`src/logic/imw_pkg.sv`:
```
package imw_pkg;

   // Timing: CPU-ready delay, internal oscillator stabilisation and oscillator start-up timer
   localparam int CLK_HZ = 40000000;
   localparam int CPU_READY_NS = 200;
   localparam int CPU_READY_CYC = (CPU_READY_NS * (CLK_HZ / 1000000) + 999) / 1000;
   localparam int OSC_STAB_NS = 1000;
   localparam int OSC_STAB_CYC = (OSC_STAB_NS * (CLK_HZ / 1000000) + 999) / 1000;
   localparam int OST_NS = 2000;
   localparam int OST_CYC = (OST_NS * (CLK_HZ / 1000000) + 999) / 1000;
   localparam int CNT_W = 16;

   // Register map (byte addresses)
   localparam logic [7:0] ADDR_OSC_CTRL = 8'h00;
   localparam logic [7:0] ADDR_IRQ_CTRL = 8'h04;
   localparam logic [7:0] ADDR_STATUS = 8'h08;
   localparam logic [7:0] ADDR_WDT = 8'h0C;

   // Oscillator control fields
   localparam int SCS_LSB = 0;
   localparam int IDLE_BIT = 7;
   localparam int INTERNAL_FREQ_SELECT_LSB = 4;
   localparam int SRC_BIT = 3;
   localparam int T1EN_BIT = 2;
   localparam int WDTEN_BIT = 8;
   localparam int FSCM_BIT = 9;
   localparam int TSS_BIT = 10;
   // Interrupt control fields
   localparam int GIE_BIT = 7;
   // Status fields
   localparam int ST_PRIMARY_CLK_READY_FLAG = 0;
   localparam int ST_INTERNAL_OSC_STABLE_FLAG = 1;
   localparam int ST_SECONDARY_OSC_RUNNING_FLAG = 2;
   localparam int ST_CPU = 3;
   localparam int ST_MODE_LSB = 4;
   // Watchdog register: write with this bit set clears the counter
   localparam int WDT_CLR_BIT = 0;

   localparam logic [31:0] OSC_CTRL_RST = 32'h0000_0000;
   localparam logic [31:0] IRQ_CTRL_RST = 32'h0000_0000;
   localparam logic [1:0] RESP_OKAY = 2'h0;
   localparam logic [1:0] RESP_SLVERR = 2'h2;
   localparam int WDT_W = 16;

   typedef enum logic [5:0] {
      ST_RESET = 6'b000001,
      ST_RUN = 6'b000010,
      ST_IDLE = 6'b000100,
      ST_SLEEP = 6'b001000,
      ST_WAKE = 6'b010000,
      ST_WDT_RST = 6'b100000
   } imw_state_e;

endpackage

```
`src/logic/imw_delay_cnt.sv`:
```
module imw_delay_cnt
   import imw_pkg::*;
(
   // Clock and reset
   input wire logic aclk,
   input wire logic aresetn,
   // Control
   input wire logic start,
   input wire logic abort,
   input wire logic [CNT_W-1:0] cycles,
   // Status
   output logic busy,
   output logic done
);

   logic [CNT_W-1:0] cnt_r;

   always_ff @(posedge aclk) begin
      if (!aresetn || abort) begin
         cnt_r <= '0;
         done <= 1'b0;
      end else if (start) begin
         cnt_r <= cycles;
         done <= 1'b0;
      end else if (cnt_r != '0) begin
         cnt_r <= cnt_r - 1'b1;
         done <= (cnt_r == CNT_W'(1));
      end else begin
         done <= 1'b0;
      end
   end

   assign busy = (cnt_r != '0);

endmodule

```
`src/logic/imw_wake_ctrl.sv`:
```
// Our own choices: the AXI4-Lite interface to the registers and the register addresses.
module imw_wake_ctrl
   import imw_pkg::*;
#(
   parameter logic [CNT_W-1:0] CPU_READY_CYCLES = CNT_W'(CPU_READY_CYC),
   parameter logic [CNT_W-1:0] OSC_STAB_CYCLES = CNT_W'(OSC_STAB_CYC),
   parameter logic [CNT_W-1:0] OST_CYCLES = CNT_W'(OST_CYC),
   parameter logic [WDT_W-1:0] WDT_PERIOD = 16'hFFFF
)
(
   // Clock and reset
   input wire logic aclk,
   input wire logic aresetn,
   // AXI4-Lite write address
   input wire logic [7:0] s_axi_awaddr,
   input wire logic s_axi_awvalid,
   output logic s_axi_awready,
   // AXI4-Lite write data
   input wire logic [31:0] s_axi_wdata,
   input wire logic [3:0] s_axi_wstrb,
   input wire logic s_axi_wvalid,
   output logic s_axi_wready,
   // AXI4-Lite write response
   output logic [1:0] s_axi_bresp,
   output logic s_axi_bvalid,
   input wire logic s_axi_bready,
   // AXI4-Lite read address
   input wire logic [7:0] s_axi_araddr,
   input wire logic s_axi_arvalid,
   output logic s_axi_arready,
   // AXI4-Lite read data
   output logic [31:0] s_axi_rdata,
   output logic [1:0] s_axi_rresp,
   output logic s_axi_rvalid,
   input wire logic s_axi_rready,
   // Instruction decoder
   input wire logic sleep_instr,
   input wire logic watchdog_clear_instr,
   // Interrupt sources
   input wire logic [7:0] irq_flags,
   input wire logic [7:0] irq_enables,
   // Oscillators, clock loss and external reset request
   input wire logic primary_osc_ready,
   input wire logic clk_loss,
   input wire logic ext_reset_req,
   // Clock and core control
   output logic cpu_clk_en,
   output logic periph_clk_en,
   output logic [1:0] periph_clk_src,
   output logic primary_osc_en,
   output logic secondary_osc_en,
   output logic internal_osc_out_en,
   output logic internal_slow_osc_en,
   output logic irq_vector_branch,
   output logic watchdog_reset,
   output logic cpu_start
);

   ////////////////////////////////////////////////////////////////////////////////
   // Register file

   logic [31:0] osc_ctrl_r;
   logic [31:0] irq_ctrl_r;
   logic primary_clk_ready_flag_r;
   logic internal_osc_stable_flag_r;
   logic secondary_osc_running_flag_r;
   imw_state_e state_r;
   logic [1:0] run_src_r;
   logic [WDT_W-1:0] wdt_cnt_r;

   logic [1:0] sys_clk_select;
   logic idle_on_sleep_sel;
   logic [2:0] internal_freq_select;
   logic internal_source_select;
   logic secondary_osc_enable;
   logic wdt_enable;
   logic clk_monitor_en;
   logic two_speed_en;
   logic global_irq_enable;

   assign sys_clk_select = osc_ctrl_r[SCS_LSB +: 2];
   assign idle_on_sleep_sel = osc_ctrl_r[IDLE_BIT];
   assign internal_freq_select = osc_ctrl_r[INTERNAL_FREQ_SELECT_LSB +: 3];
   assign internal_source_select = osc_ctrl_r[SRC_BIT];
   assign secondary_osc_enable = osc_ctrl_r[T1EN_BIT];
   assign wdt_enable = osc_ctrl_r[WDTEN_BIT];
   assign clk_monitor_en = osc_ctrl_r[FSCM_BIT];
   assign two_speed_en = osc_ctrl_r[TSS_BIT];
   assign global_irq_enable = irq_ctrl_r[GIE_BIT];

   ////////////////////////////////////////////////////////////////////////////////
   // AXI4-Lite slave

   logic aw_hold_r;
   logic w_hold_r;
   logic [7:0] awaddr_r;
   logic [31:0] wdata_r;
   logic [3:0] wstrb_r;
   logic wr_fire;
   logic osc_wr;
   logic wdt_wr;
   logic [31:0] osc_ctrl_nxt;

   assign s_axi_awready = !aw_hold_r && !s_axi_bvalid;
   assign s_axi_wready = !w_hold_r && !s_axi_bvalid;
   assign wr_fire = aw_hold_r && w_hold_r;
   assign osc_wr = wr_fire && (awaddr_r == ADDR_OSC_CTRL);
   assign wdt_wr = wr_fire && (awaddr_r == ADDR_WDT) && wstrb_r[0] && wdata_r[WDT_CLR_BIT];

   always_comb begin
      osc_ctrl_nxt = osc_ctrl_r;
      for (int b = 0; b < 4; b++) begin
         if (wstrb_r[b]) begin
            osc_ctrl_nxt[b*8 +: 8] = wdata_r[b*8 +: 8];
         end
      end
   end

   always_ff @(posedge aclk) begin
      if (!aresetn) begin
         aw_hold_r <= 1'b0;
         w_hold_r <= 1'b0;
         awaddr_r <= 8'h00;
         wdata_r <= 32'h0000_0000;
         wstrb_r <= 4'h0;
         s_axi_bvalid <= 1'b0;
         s_axi_bresp <= RESP_OKAY;
      end else begin
         if (s_axi_awvalid && s_axi_awready) begin
            aw_hold_r <= 1'b1;
            awaddr_r <= s_axi_awaddr;
         end
         if (s_axi_wvalid && s_axi_wready) begin
            w_hold_r <= 1'b1;
            wdata_r <= s_axi_wdata;
            wstrb_r <= s_axi_wstrb;
         end
         if (wr_fire) begin
            aw_hold_r <= 1'b0;
            w_hold_r <= 1'b0;
            s_axi_bvalid <= 1'b1;
            s_axi_bresp <= (awaddr_r == ADDR_OSC_CTRL || awaddr_r == ADDR_IRQ_CTRL ||
                            awaddr_r == ADDR_STATUS || awaddr_r == ADDR_WDT) ?
                           RESP_OKAY : RESP_SLVERR;
         end else if (s_axi_bready) begin
            s_axi_bvalid <= 1'b0;
         end
      end
   end

   // Control registers; wake never touches them
   always_ff @(posedge aclk) begin
      if (!aresetn) begin
         osc_ctrl_r <= OSC_CTRL_RST;
         irq_ctrl_r <= IRQ_CTRL_RST;
      end else if (wr_fire) begin
         if (awaddr_r == ADDR_OSC_CTRL) begin
            osc_ctrl_r <= osc_ctrl_nxt;
         end
         if (awaddr_r == ADDR_IRQ_CTRL && wstrb_r[0]) begin
            irq_ctrl_r[7:0] <= wdata_r[7:0];
         end
      end
   end

   assign s_axi_arready = !s_axi_rvalid;

   always_ff @(posedge aclk) begin
      if (!aresetn) begin
         s_axi_rvalid <= 1'b0;
         s_axi_rdata <= 32'h0000_0000;
         s_axi_rresp <= RESP_OKAY;
      end else if (s_axi_arvalid && s_axi_arready) begin
         s_axi_rvalid <= 1'b1;
         s_axi_rresp <= RESP_OKAY;
         unique case (s_axi_araddr)
            ADDR_OSC_CTRL: s_axi_rdata <= osc_ctrl_r;
            ADDR_IRQ_CTRL: s_axi_rdata <= {24'h000000, irq_ctrl_r[7:0]};
            ADDR_STATUS: s_axi_rdata <= {27'h0000000, state_r == ST_WAKE,
               cpu_clk_en, secondary_osc_running_flag_r, internal_osc_stable_flag_r,
               primary_clk_ready_flag_r};
            ADDR_WDT: s_axi_rdata <= {16'h0000, wdt_cnt_r};
            default: begin
               s_axi_rdata <= 32'h0000_0000;
               s_axi_rresp <= RESP_SLVERR;
            end
         endcase
      end else if (s_axi_rready) begin
         s_axi_rvalid <= 1'b0;
      end
   end

   ////////////////////////////////////////////////////////////////////////////////
   // Mode sequencer

   logic sleep_ok;
   logic irq_wake;
   logic wdt_timeout;
   logic wake_evt;
   logic rdy_start;
   logic rdy_busy;
   logic wake_go;
   logic stab_start;
   logic stab_busy;
   logic stab_done;
   logic ost_start;
   logic ost_busy;
   logic ost_done;
   logic irq_wake_r;
   logic internal_fast_osc_req;

   assign internal_fast_osc_req = (internal_freq_select != 3'h0) || internal_source_select;
   // the selected source picks the idle flavour; sleep is ignored on secondary while secondary_osc_enable is clear
   assign sleep_ok = sleep_instr && !(sys_clk_select == 2'b01 && !secondary_osc_enable);
   assign irq_wake = |(irq_flags & irq_enables);
   assign wdt_timeout = wdt_enable && (wdt_cnt_r == WDT_PERIOD);
   assign wake_evt = irq_wake || wdt_timeout;
   assign rdy_start = (state_r == ST_IDLE || state_r == ST_SLEEP) && wake_evt;
   // Both delays run side by side; leave only once neither is still counting
   assign wake_go = (state_r == ST_WAKE) && !rdy_busy && !ost_busy;
   assign stab_start = internal_fast_osc_req && !internal_osc_stable_flag_r && !stab_busy &&
                       (sys_clk_select[1] || state_r == ST_RESET);
   assign ost_start = (state_r == ST_SLEEP && wake_evt && run_src_r == 2'b00) ||
                      (state_r == ST_RESET && !ost_busy && !ost_done && primary_osc_ready);

   always_ff @(posedge aclk) begin
      if (!aresetn) begin
         state_r <= ST_RESET;
         run_src_r <= 2'b00;
         irq_wake_r <= 1'b0;
      end else begin
         unique case (state_r)
            ST_RESET: begin
               if (ext_reset_req) begin
                  state_r <= ST_RESET;
               end else if (ost_done || two_speed_en || clk_monitor_en) begin
                  state_r <= ST_RUN;
                  run_src_r <= (ost_done || primary_clk_ready_flag_r) ? 2'b00 : 2'b10;
               end
            end
            ST_RUN: begin
               if (wdt_timeout || ext_reset_req) begin
                  state_r <= ST_WDT_RST;
               end else if (sleep_ok) begin
                  state_r <= idle_on_sleep_sel ? ST_IDLE : ST_SLEEP;
                  run_src_r <= sys_clk_select[1] ? 2'b10 : sys_clk_select;
               end
            end
            ST_IDLE, ST_SLEEP: begin
               if (ext_reset_req) begin
                  state_r <= ST_WDT_RST;
               end else if (wake_evt) begin
                  state_r <= ST_WAKE;
                  irq_wake_r <= irq_wake;
               end
            end
            ST_WAKE: begin
               if (wake_go) begin
                  state_r <= ST_RUN;
               end
            end
            ST_WDT_RST: state_r <= ST_RESET;
         endcase
      end
   end

   // Execution resumes the cycle after both the ready delay and the start-up timer delay end
   always_ff @(posedge aclk) begin
      if (!aresetn) begin
         cpu_start <= 1'b0;
         irq_vector_branch <= 1'b0;
         watchdog_reset <= 1'b0;
      end else begin
         cpu_start <= wake_go;
         irq_vector_branch <= wake_go && irq_wake_r && global_irq_enable;
         watchdog_reset <= (state_r == ST_RUN) && wdt_timeout;
      end
   end

   ////////////////////////////////////////////////////////////////////////////////
   // Clock status flags

   always_ff @(posedge aclk) begin
      if (!aresetn) begin
         primary_clk_ready_flag_r <= 1'b0;
         secondary_osc_running_flag_r <= 1'b0;
      end else if (state_r == ST_RUN && sleep_ok && !idle_on_sleep_sel) begin
         primary_clk_ready_flag_r <= 1'b0;
         secondary_osc_running_flag_r <= 1'b0;
      end else if (state_r == ST_RUN && sleep_ok && sys_clk_select != 2'b00) begin
         primary_clk_ready_flag_r <= 1'b0;
         secondary_osc_running_flag_r <= (sys_clk_select == 2'b01);
      end else if (ost_done) begin
         primary_clk_ready_flag_r <= 1'b1;
      end
   end
   // primary idle leaves the ready flag as it was

   always_ff @(posedge aclk) begin
      if (!aresetn) begin
         internal_osc_stable_flag_r <= 1'b0;
      end else if (!internal_fast_osc_req ||
                   (state_r == ST_RUN && sleep_ok && !idle_on_sleep_sel)) begin
         internal_osc_stable_flag_r <= 1'b0;
      end else if (stab_done) begin
         internal_osc_stable_flag_r <= 1'b1;
      end
   end
   // a stable flag is only cleared by the cases above

   ////////////////////////////////////////////////////////////////////////////////
   // Delay counters

   imw_delay_cnt u_ready_cnt (
      .aclk(aclk),
      .aresetn(aresetn),
      .start(rdy_start),
      .abort(1'b0),
      .cycles(CPU_READY_CYCLES),
      .busy(rdy_busy),
      .done()
   );

   imw_delay_cnt u_stab_cnt (
      .aclk(aclk),
      .aresetn(aresetn),
      .start(stab_start),
      .abort(!internal_fast_osc_req),
      .cycles(OSC_STAB_CYCLES),
      .busy(stab_busy),
      .done(stab_done)
   );

   imw_delay_cnt u_ost_cnt (
      .aclk(aclk),
      .aresetn(aresetn),
      .start(ost_start),
      .abort(1'b0),
      .cycles(OST_CYCLES),
      .busy(ost_busy),
      .done(ost_done)
   );

   ////////////////////////////////////////////////////////////////////////////////
   // Watchdog counter

   always_ff @(posedge aclk) begin
      if (!aresetn || !wdt_enable) begin
         wdt_cnt_r <= '0;
      end else if (sleep_instr || watchdog_clear_instr || wdt_wr || wdt_timeout ||
                   (clk_loss && clk_monitor_en) ||
                   (osc_wr && run_src_r[1] &&
                    osc_ctrl_nxt[INTERNAL_FREQ_SELECT_LSB +: 3] != internal_freq_select)) begin
         wdt_cnt_r <= '0;
      end else begin
         wdt_cnt_r <= wdt_cnt_r + 1'b1;
      end
   end

   ////////////////////////////////////////////////////////////////////////////////
   // Clock gating outputs

   always_comb begin
      cpu_clk_en = (state_r == ST_RUN);
      periph_clk_en = (state_r != ST_SLEEP) && (state_r != ST_RESET);
      periph_clk_src = run_src_r;
      primary_osc_en = (state_r == ST_RESET) || (run_src_r == 2'b00) ||
                       (state_r == ST_WAKE && ost_busy);
      secondary_osc_en = secondary_osc_enable;
      internal_osc_out_en = internal_fast_osc_req || (state_r == ST_RESET && two_speed_en);
      internal_slow_osc_en = wdt_enable || clk_monitor_en || run_src_r[1];
      if (state_r == ST_SLEEP) begin
         primary_osc_en = 1'b0;
      end
   end

endmodule

```
`config.mk`:
```
export PLATFORM = sky130hd
export DESIGN_NAME = imw_wake_ctrl
export DESIGN_NICKNAME = d
export VERILOG_FILES = /design/src/logic/imw_pkg.sv /design/src/logic/imw_delay_cnt.sv /design/src/logic/imw_wake_ctrl.sv
export SDC_FILE = /design/constraint.sdc
export NUM_CORES = 1
export LEC_CHECK = 0
export ABC_AREA = 1
export BUFFER_PORTS_ARGS = -buffer_cell sky130_fd_sc_hd__buf_2
export CAP_MARGIN = 20
export CORE_MARGIN = 2
export CORE_UTILIZATION = 30
export DETAILED_ROUTE_END_ITERATION = 8
export RECOVER_POWER = 100
export SLEW_MARGIN = 10
export SYNTH_ARGS = -nofsm -noshare
export SYNTH_HDL_FRONTEND = slang
export SYNTH_SLANG_ARGS = --single-unit
```
`constraint.sdc`:
```
create_clock -name aclk -period 1.85 [get_ports aclk]
set_input_delay 0.0925 -clock aclk [delete_from_list [all_inputs] [get_ports aclk]]
set_output_delay 0.0925 -clock aclk [all_outputs]
set_load 0.05 [all_outputs]
```
==> results_dict.tcl, run 1 <==
set metrics [dict create \
    io_pins 132 \
    use_met3_pct 2.53 \
    syn_area_um2 9070 \
    synth_top_cells_by_area "dfxtp_1 45%, nor2_1 11%, nand2_1 10%" \
    coreArea_um2 29700 \
    fin_ws_ps 1.66 \
    wire_per_inst_um 13.4 \
    clockRootBuffer "clkbuf_16" \
    syn_inst 1281 \
    critPathMaxFanout 3 \
    die-area_um2 31600 \
    yosysWarnings 0 \
    cts_tree "yes" \
    async_flop_share_pct 0 \
    synth_top_area_share_pct 44.8 \
    cp_num_buf_inv 2 \
    grtUsageMet1_pct 21.4 \
    grt_pass1_vias 8232 \
    antenna_left 0 \
    rsz0062_at_grt "yes" \
    startpoint "state_r[4]" \
    area_growth_pct 30.2 \
    clock_sinks 203 \
    ys_ff_latch 203 \
    synth_cell_type_count 42 \
    htree_levels 1 \
    postPlaceCellArea_um2 10400 \
    initialDrtViolationCount 569 \
    fmax_mhz 541 \
    antenna_found_initial 0 \
    path_delay_family "buffers and inverters" \
    nFillCells 3121 \
    p_leak_nw 4.95 \
    grt_usage_pct 15.7 \
    slew_headroom_pct 55.2 \
    vias 8738 \
    die_y_um 178 \
    firstDrtPassIters 5 \
    antenna_cells 0 \
    cts_made_buffers 24 \
    fin_crit_sh_pct 99.9 \
    placementRows 63 \
    drive_above_1_share_pct 15.2 \
    met2_usage_pct 25.5 \
    hold_viol 0 \
    grt_overflow 0 \
    synth_largest_area_cell "dfxtp_1" \
    synth-edff-count 0 \
    status "complete, no violations" \
    grt_pass1_wl_um 40600 \
    cp_cell_sequence "nor2_4 -> nand4_1 -> buf_4 -> a31oi_4 -> buf_6" \
    dp_slack_ps 45.1 \
    ys_seq_area_share_pct 44.8 \
    cp-end-kind "output port" \
    critPathArrivalTime_ps 1760 \
    path_clk_slew_ps 60 \
    place_hpwl_um 17800 \
    io_buffers 129 \
    reg2reg_from "wdt_cnt_r[12]" \
    initial_core_util_pct 30.5 \
    cp-start-kind "register" \
    hold_path.class "in -> reg" \
    grt_start_max_net_pins 54 \
    globalplace.congestion 0.880 \
    fin_util_pct 39.7 \
    slowest_delay_ps 360 \
    final_cell_area_um2 11800 \
    path_class "reg -> out" \
    critPathRequiredTime_ps 1760 \
    clock_path_buffers 3 \
    drc 0 \
    cap_violations 0 \
    fin_tns_setup_ps 0 \
    powerDensity_nw_per_um2 1150 \
    die_w_um 178 \
    nets 1583 \
    avgSynthCellArea_um2 7.08 \
    synthFlopType "dfxtp_1" \
    worstMarginPinSlew_ps 675 \
    grt.busiest_layer "met2" \
    setup_viol 0 \
    vias_per_cell 4.60 \
    vdd_drop_max_uv 705 \
    drv_slew 0 \
    finalCriticalPeriod_ps 1850 \
    critPathSlowestCell "dfxtp_4" \
    clk_latency_ps 530 \
    wirelength_um 25400 \
    holdCritStartpoint "sleep_instr" \
    skew_ps 18.4 \
]
cells by family after synthesis:
| kind of cell | share of synthesized area (%) |
|---|---|
| simple gates | 29.7 |
| compound gates | 12.3 |
| flops | 44.8 |
| buf+inv | 8.24 |
| xor+xnor | 3.77 |
| fa+ha+maj | 1.10 |
| other cells | 0.0413 |
Yosys cell counts, drive strengths merged (3+ instances only):
| cell type | count |
|---|---|
| a21oi | 79 |
| o21bai | 3 |
| a211oi | 10 |
| o22ai | 6 |
| nand2 | 249 |
| nor3b | 3 |
| or2 | 6 |
| xor2 | 27 |
| nand4 | 22 |
| dfxtp | 203 |
| inv | 141 |
| xnor2 | 12 |
| nor3 | 25 |
| o31ai | 4 |
| nor4 | 8 |
| nand3 | 54 |
| clkbuf | 27 |
| ha | 8 |
| nor2 | 264 |
| buf | 17 |
| o21ai | 104 |
final timing paths:
check	to	cells after the start	slack, ps
hold / removal	internal_osc_stable_flag_r	4	30
hold reg to reg	wdt_cnt_r[0]	1	450
setup reg to reg	u_ost_cnt.cnt_r[12]	10	50
setup / recovery	primary_osc_en	5	2
worst register-to-register path, delay by kind of cell (launching register included):
kind	cells	cell delay (ps)
buf+inv	1	190
flops	1	360
simple gates	9	1130
routing by layer:
layer / share of wire [%] / vias to the layer above
met4: 2.8 / 0
met5: 0 / -
met3: 5.0 / 38
met1: 47 / 3958
met2: 45 / 206
li1: - / 4536
per-stage QoR:
| step | hold WS [ps] | std cells | total power, mW |
|---|---|---|---|
| final | 30.2 | 1901 | 13.6 |
| after detailed placement | 350 | 1801 | 8.54 |
| after global routing | 66.0 | 1901 | 14.4 |
| after global placement | 341 | 1801 | 8.50 |
| after floorplan | 236 | 1282 | 7.58 |
| after CTS | 5.30 | 1897 | 13.6 |
area by class of cell:
cell class | instances | area (um^2) | share of cell area [%]
Clock buffer | 33 | 694 | 5.88
Clock inverter | 9 | 129 | 1.09
Inverter | 142 | 533 | 4.52
Multi-Input combinational cell | 895 | 4400 | 37.3
Sequential cell | 203 | 4080 | 34.5
Tap cell | 390 | 488 | 4.13
Timing Repair Buffer | 229 | 1490 | 12.6
sequential cells by signal (all words and copies together), names as in the netlist, 2 cells and up:
register           flops
osc_ctrl_r            32
s_axi_rdata           32
wdata_r               32
u_ost_cnt.cnt_r       16
u_ready_cnt.cnt_r     16
u_stab_cnt.cnt_r      16
wdt_cnt_r             16
awaddr_r               8
irq_ctrl_r             8
state_r                6
wstrb_r                4
periph_clk_src         2
where the power goes:
part / internal [mW] / switching [mW]
Clock: 2.92 / 1.91
Sequential: 4.78 / 0.338
Combinational: 1.45 / 2.22
Total: 9.15 / 4.46
timing repair:
| action | CTS | global route |
|---|---|---|
| endpoints found under the setup margin | 4 | 58 |
| gates resized for setup | 25 | 31 |
| setup buffers | 5 | 2 |
| pin swaps | 4 | 8 |
| hold buffers | 49 | 0 |
| cloned | 0 | 2 |
| hold endpoints to repair | 50 | 0 |
cells in the final DEF, fill, tap and decap left out, types with 4 or more instances in the layout:
cell and count:
nor2_1 252, nand2_1 239, dfxtp_1 196, inv_1 137, o21ai_0 98, buf_2 80
a21oi_1 79, nand3_1 50, clkbuf_1 50, dlygate4sd3_1 49, buf_4 39, xor2_1 27
clkbuf_16 24, nand4_1 21, nor3_1 21, xnor2_1 12, nand2_2 10, a211oi_1 10
clkbuf_8 7, nor2_4 6, nor2_2 6, o22ai_1 6, nor4_1 6, ha_1 6
dfxtp_2 6, or2_2 5, clkbuf_2 5, inv_2 4, o31ai_1 4, o21ai_1 4
buf_6 4
Power figures use the tool's default switching activity.
==> run 2, diff against run 1 <==
--- a/config.mk
+++ b/config.mk
@@ -11,6 +11,7 @@
 export CORE_MARGIN = 2
 export CORE_UTILIZATION = 30
 export DETAILED_ROUTE_END_ITERATION = 8
+export GPL_TIMING_DRIVEN = 0
 export RECOVER_POWER = 100
 export SLEW_MARGIN = 10
 export SYNTH_ARGS = -nofsm -noshare
==> run 2 against run 1 <==
Setup slack gained 28 ps. Count of clock-buffer cells in the layout stayed put. Utilization is 0.45 points higher. Global-route usage increased by 0.62 points. Cell count up 1.2%. Clock power is 4.6% lower. Largest cell class unchanged.
==> results_dict.tcl, run 2 (synthesis gave the netlist of run 1 again) <==
set metrics [dict create \
    wirelength_um 26200 \
    skew_ps 17.9 \
    antenna_left 0 \
    grt_start_max_net_pins 14 \
    grt_usage_pct 16.3 \
    reg2reg_slack_ps 80 \
    finalCriticalPeriod_ps 1820 \
    clock_sinks 203 \
    globalplace.congestion 0.882 \
    fin_ws_ps 29.6 \
    die_w_um 178 \
    antenna_found_initial 0 \
    drc 0 \
    path_class "reg -> out" \
    clk_latency_ps 530 \
    wire_per_inst_um 13.6 \
    seq_area_um2 4100 \
    cts_made_buffers 24 \
    path_clk_slew_ps 60 \
    hold_viol 0 \
    p_sw_mw 4.58 \
    antenna_cells 0 \
    io_pins 132 \
    swShare_pct 33.7 \
    fin_tns_setup_ps 0 \
    seqPwrFrac_pct 38.0 \
    clockRootBuffer "clkbuf_16" \
    final_common_cell "nor2_1" \
    cap_violations 0 \
    drive_above_1_share_pct 16.6 \
    critPathArrivalTime_ps 1730 \
    status "complete, no violations" \
    p_int_mw 9.03 \
    initialDrtViolationCount 510 \
    clockPowerShare_pct 33.9 \
    die-area_um2 31600 \
    grt_overflow 0 \
    reg2reg_from "s_axi_rvalid" \
    cts_tree "yes" \
    r2r_end "s_axi_rdata[19]" \
    io_buffers 129 \
    holdCritStartpoint "primary_osc_ready" \
    hold_path_depth 5 \
    nets 1603 \
    combPwrFrac_pct 28.2 \
    area_growth_pct 31.6 \
    vias_per_cell 4.59 \
    hold_path.class "in -> reg" \
    cp-end-kind "output port" \
    fmax_mhz 549 \
    p_leak_nw 5.00 \
    firstDrtPassIters 5 \
    critPathMaxFanout 4 \
    multi_input_area_um2 4510 \
    powerDensity_nw_per_um2 1140 \
    setup_viol 0 \
    fin_crit_sh_pct 98.4 \
    grt_pass1_vias 8331 \
    final_cell_mix "243 x nor2_1, 233 x nand2_1, 184 x dfxtp_1" \
    coreArea_um2 29700 \
    clock_path_buffers 3 \
    worstMarginPinSlew_ps 970 \
    hold_end "u_ost_cnt.cnt_r[6]" \
    place_hpwl_um 18800 \
    grt_pass1_wl_um 41500 \
    htree_levels 1 \
    vdd_drop_max_uv 701 \
    initial_core_util_pct 30.5 \
    largestRegisters "osc_ctrl_r (32), s_axi_rdata (32), wdata_r (32)" \
    placementRows 63 \
    critPathRequiredTime_ps 1760 \
    vias 8826 \
    cp-start-kind "register" \
    slew_headroom_pct 34.9 \
    die_y_um 178 \
    fin_util_pct 40.2 \
    drv_slew 0 \
    nFillCells 3073 \
    rsz0062_at_grt "yes" \
    ff2ff_path_depth 6 \
    dp_slack_ps -547 \
]
[run 2: what timing repair did]
item	CTS	global route
hold endpoints to repair	51	0
hold buffers	48	0
cloned	0	1
buffers inserted	18	12
pin swaps	11	16
setup endpoints to repair	82	87
resized for setup	57	46
[run 2: how the worst max path moves through the flow]
| stage | end | slack (ps) | startpoint | cells after the start |
|---|---|---|---|---|
| after CTS | primary_osc_en | -40 | u_ost_cnt.cnt_r[7] | 8 |
| after floorplan | s_axi_rdata[23] | 60 | s_axi_rvalid | 6 |
| after detailed placement | awaddr_r[2] | -550 | aresetn | 6 |
| final | internal_osc_out_en | 30 | state_r[3] | 5 |
| after global placement | awaddr_r[2] | -480 | aresetn | 6 |
| after global routing | cpu_clk_en | -20 | state_r[1] | 5 |
[run 2: worst max-delay path: stages (launching register included)]
cell and delay [ps]:
dfxtp_4 350, nor2_4 140, nand4_1 120, buf_4 180, o21ai_2 190, buf_4 230
[run 2: power by group through the flow]
| stage | sequential, mW | combinational [mW] | clock (mW) |
|---|---|---|---|
| global route | 5.22 | 4.30 | 4.87 |
| floorplan | 5.17 | 2.40 | 0 |
| finish | 5.17 | 3.83 | 4.61 |
| CTS | 5.13 | 3.63 | 4.70 |
| global placement | 5.19 | 3.11 | 0 |
| detailed placement | 5.20 | 3.15 | 0 |
[run 2: per-stage QoR]
stage / power [mW] / area (um^2) / instances / hold slack (ps)
after detailed placement: 8.34 / 10200 / 1801 / 349
after global routing: 14.4 / 11900 / 1923 / 42.9
after CTS: 13.5 / 11800 / 1911 / 23.8
final: 13.6 / 11900 / 1923 / 26.6
after floorplan: 7.58 / 9090 / 1282 / 236
after global placement: 8.30 / 10200 / 1801 / 344
[run 2: per-layer routing]
metal | track usage, % | routed length, um | up-vias
met1 | 21.9 | 12500 | 3973
met2 | 26.4 | 11500 | 227
met5 | 0 | 0 | -
met4 | 6.35 | 947 | 0
li1 | - | - | 4578
met3 | 2.34 | 1320 | 48
[run 2: cell type report]
| class | instances | share of cell area, % |
|---|---|---|
| Clock inverter | 11 | 0.849 |
| Buffer | 43 | 1.73 |
| Sequential cell | 203 | 34.3 |
| Clock buffer | 33 | 5.65 |
| Inverter | 142 | 4.48 |
| Timing Repair Buffer | 208 | 11.1 |
| Multi-Input combinational cell | 893 | 37.8 |
| Tap cell | 390 | 4.09 |
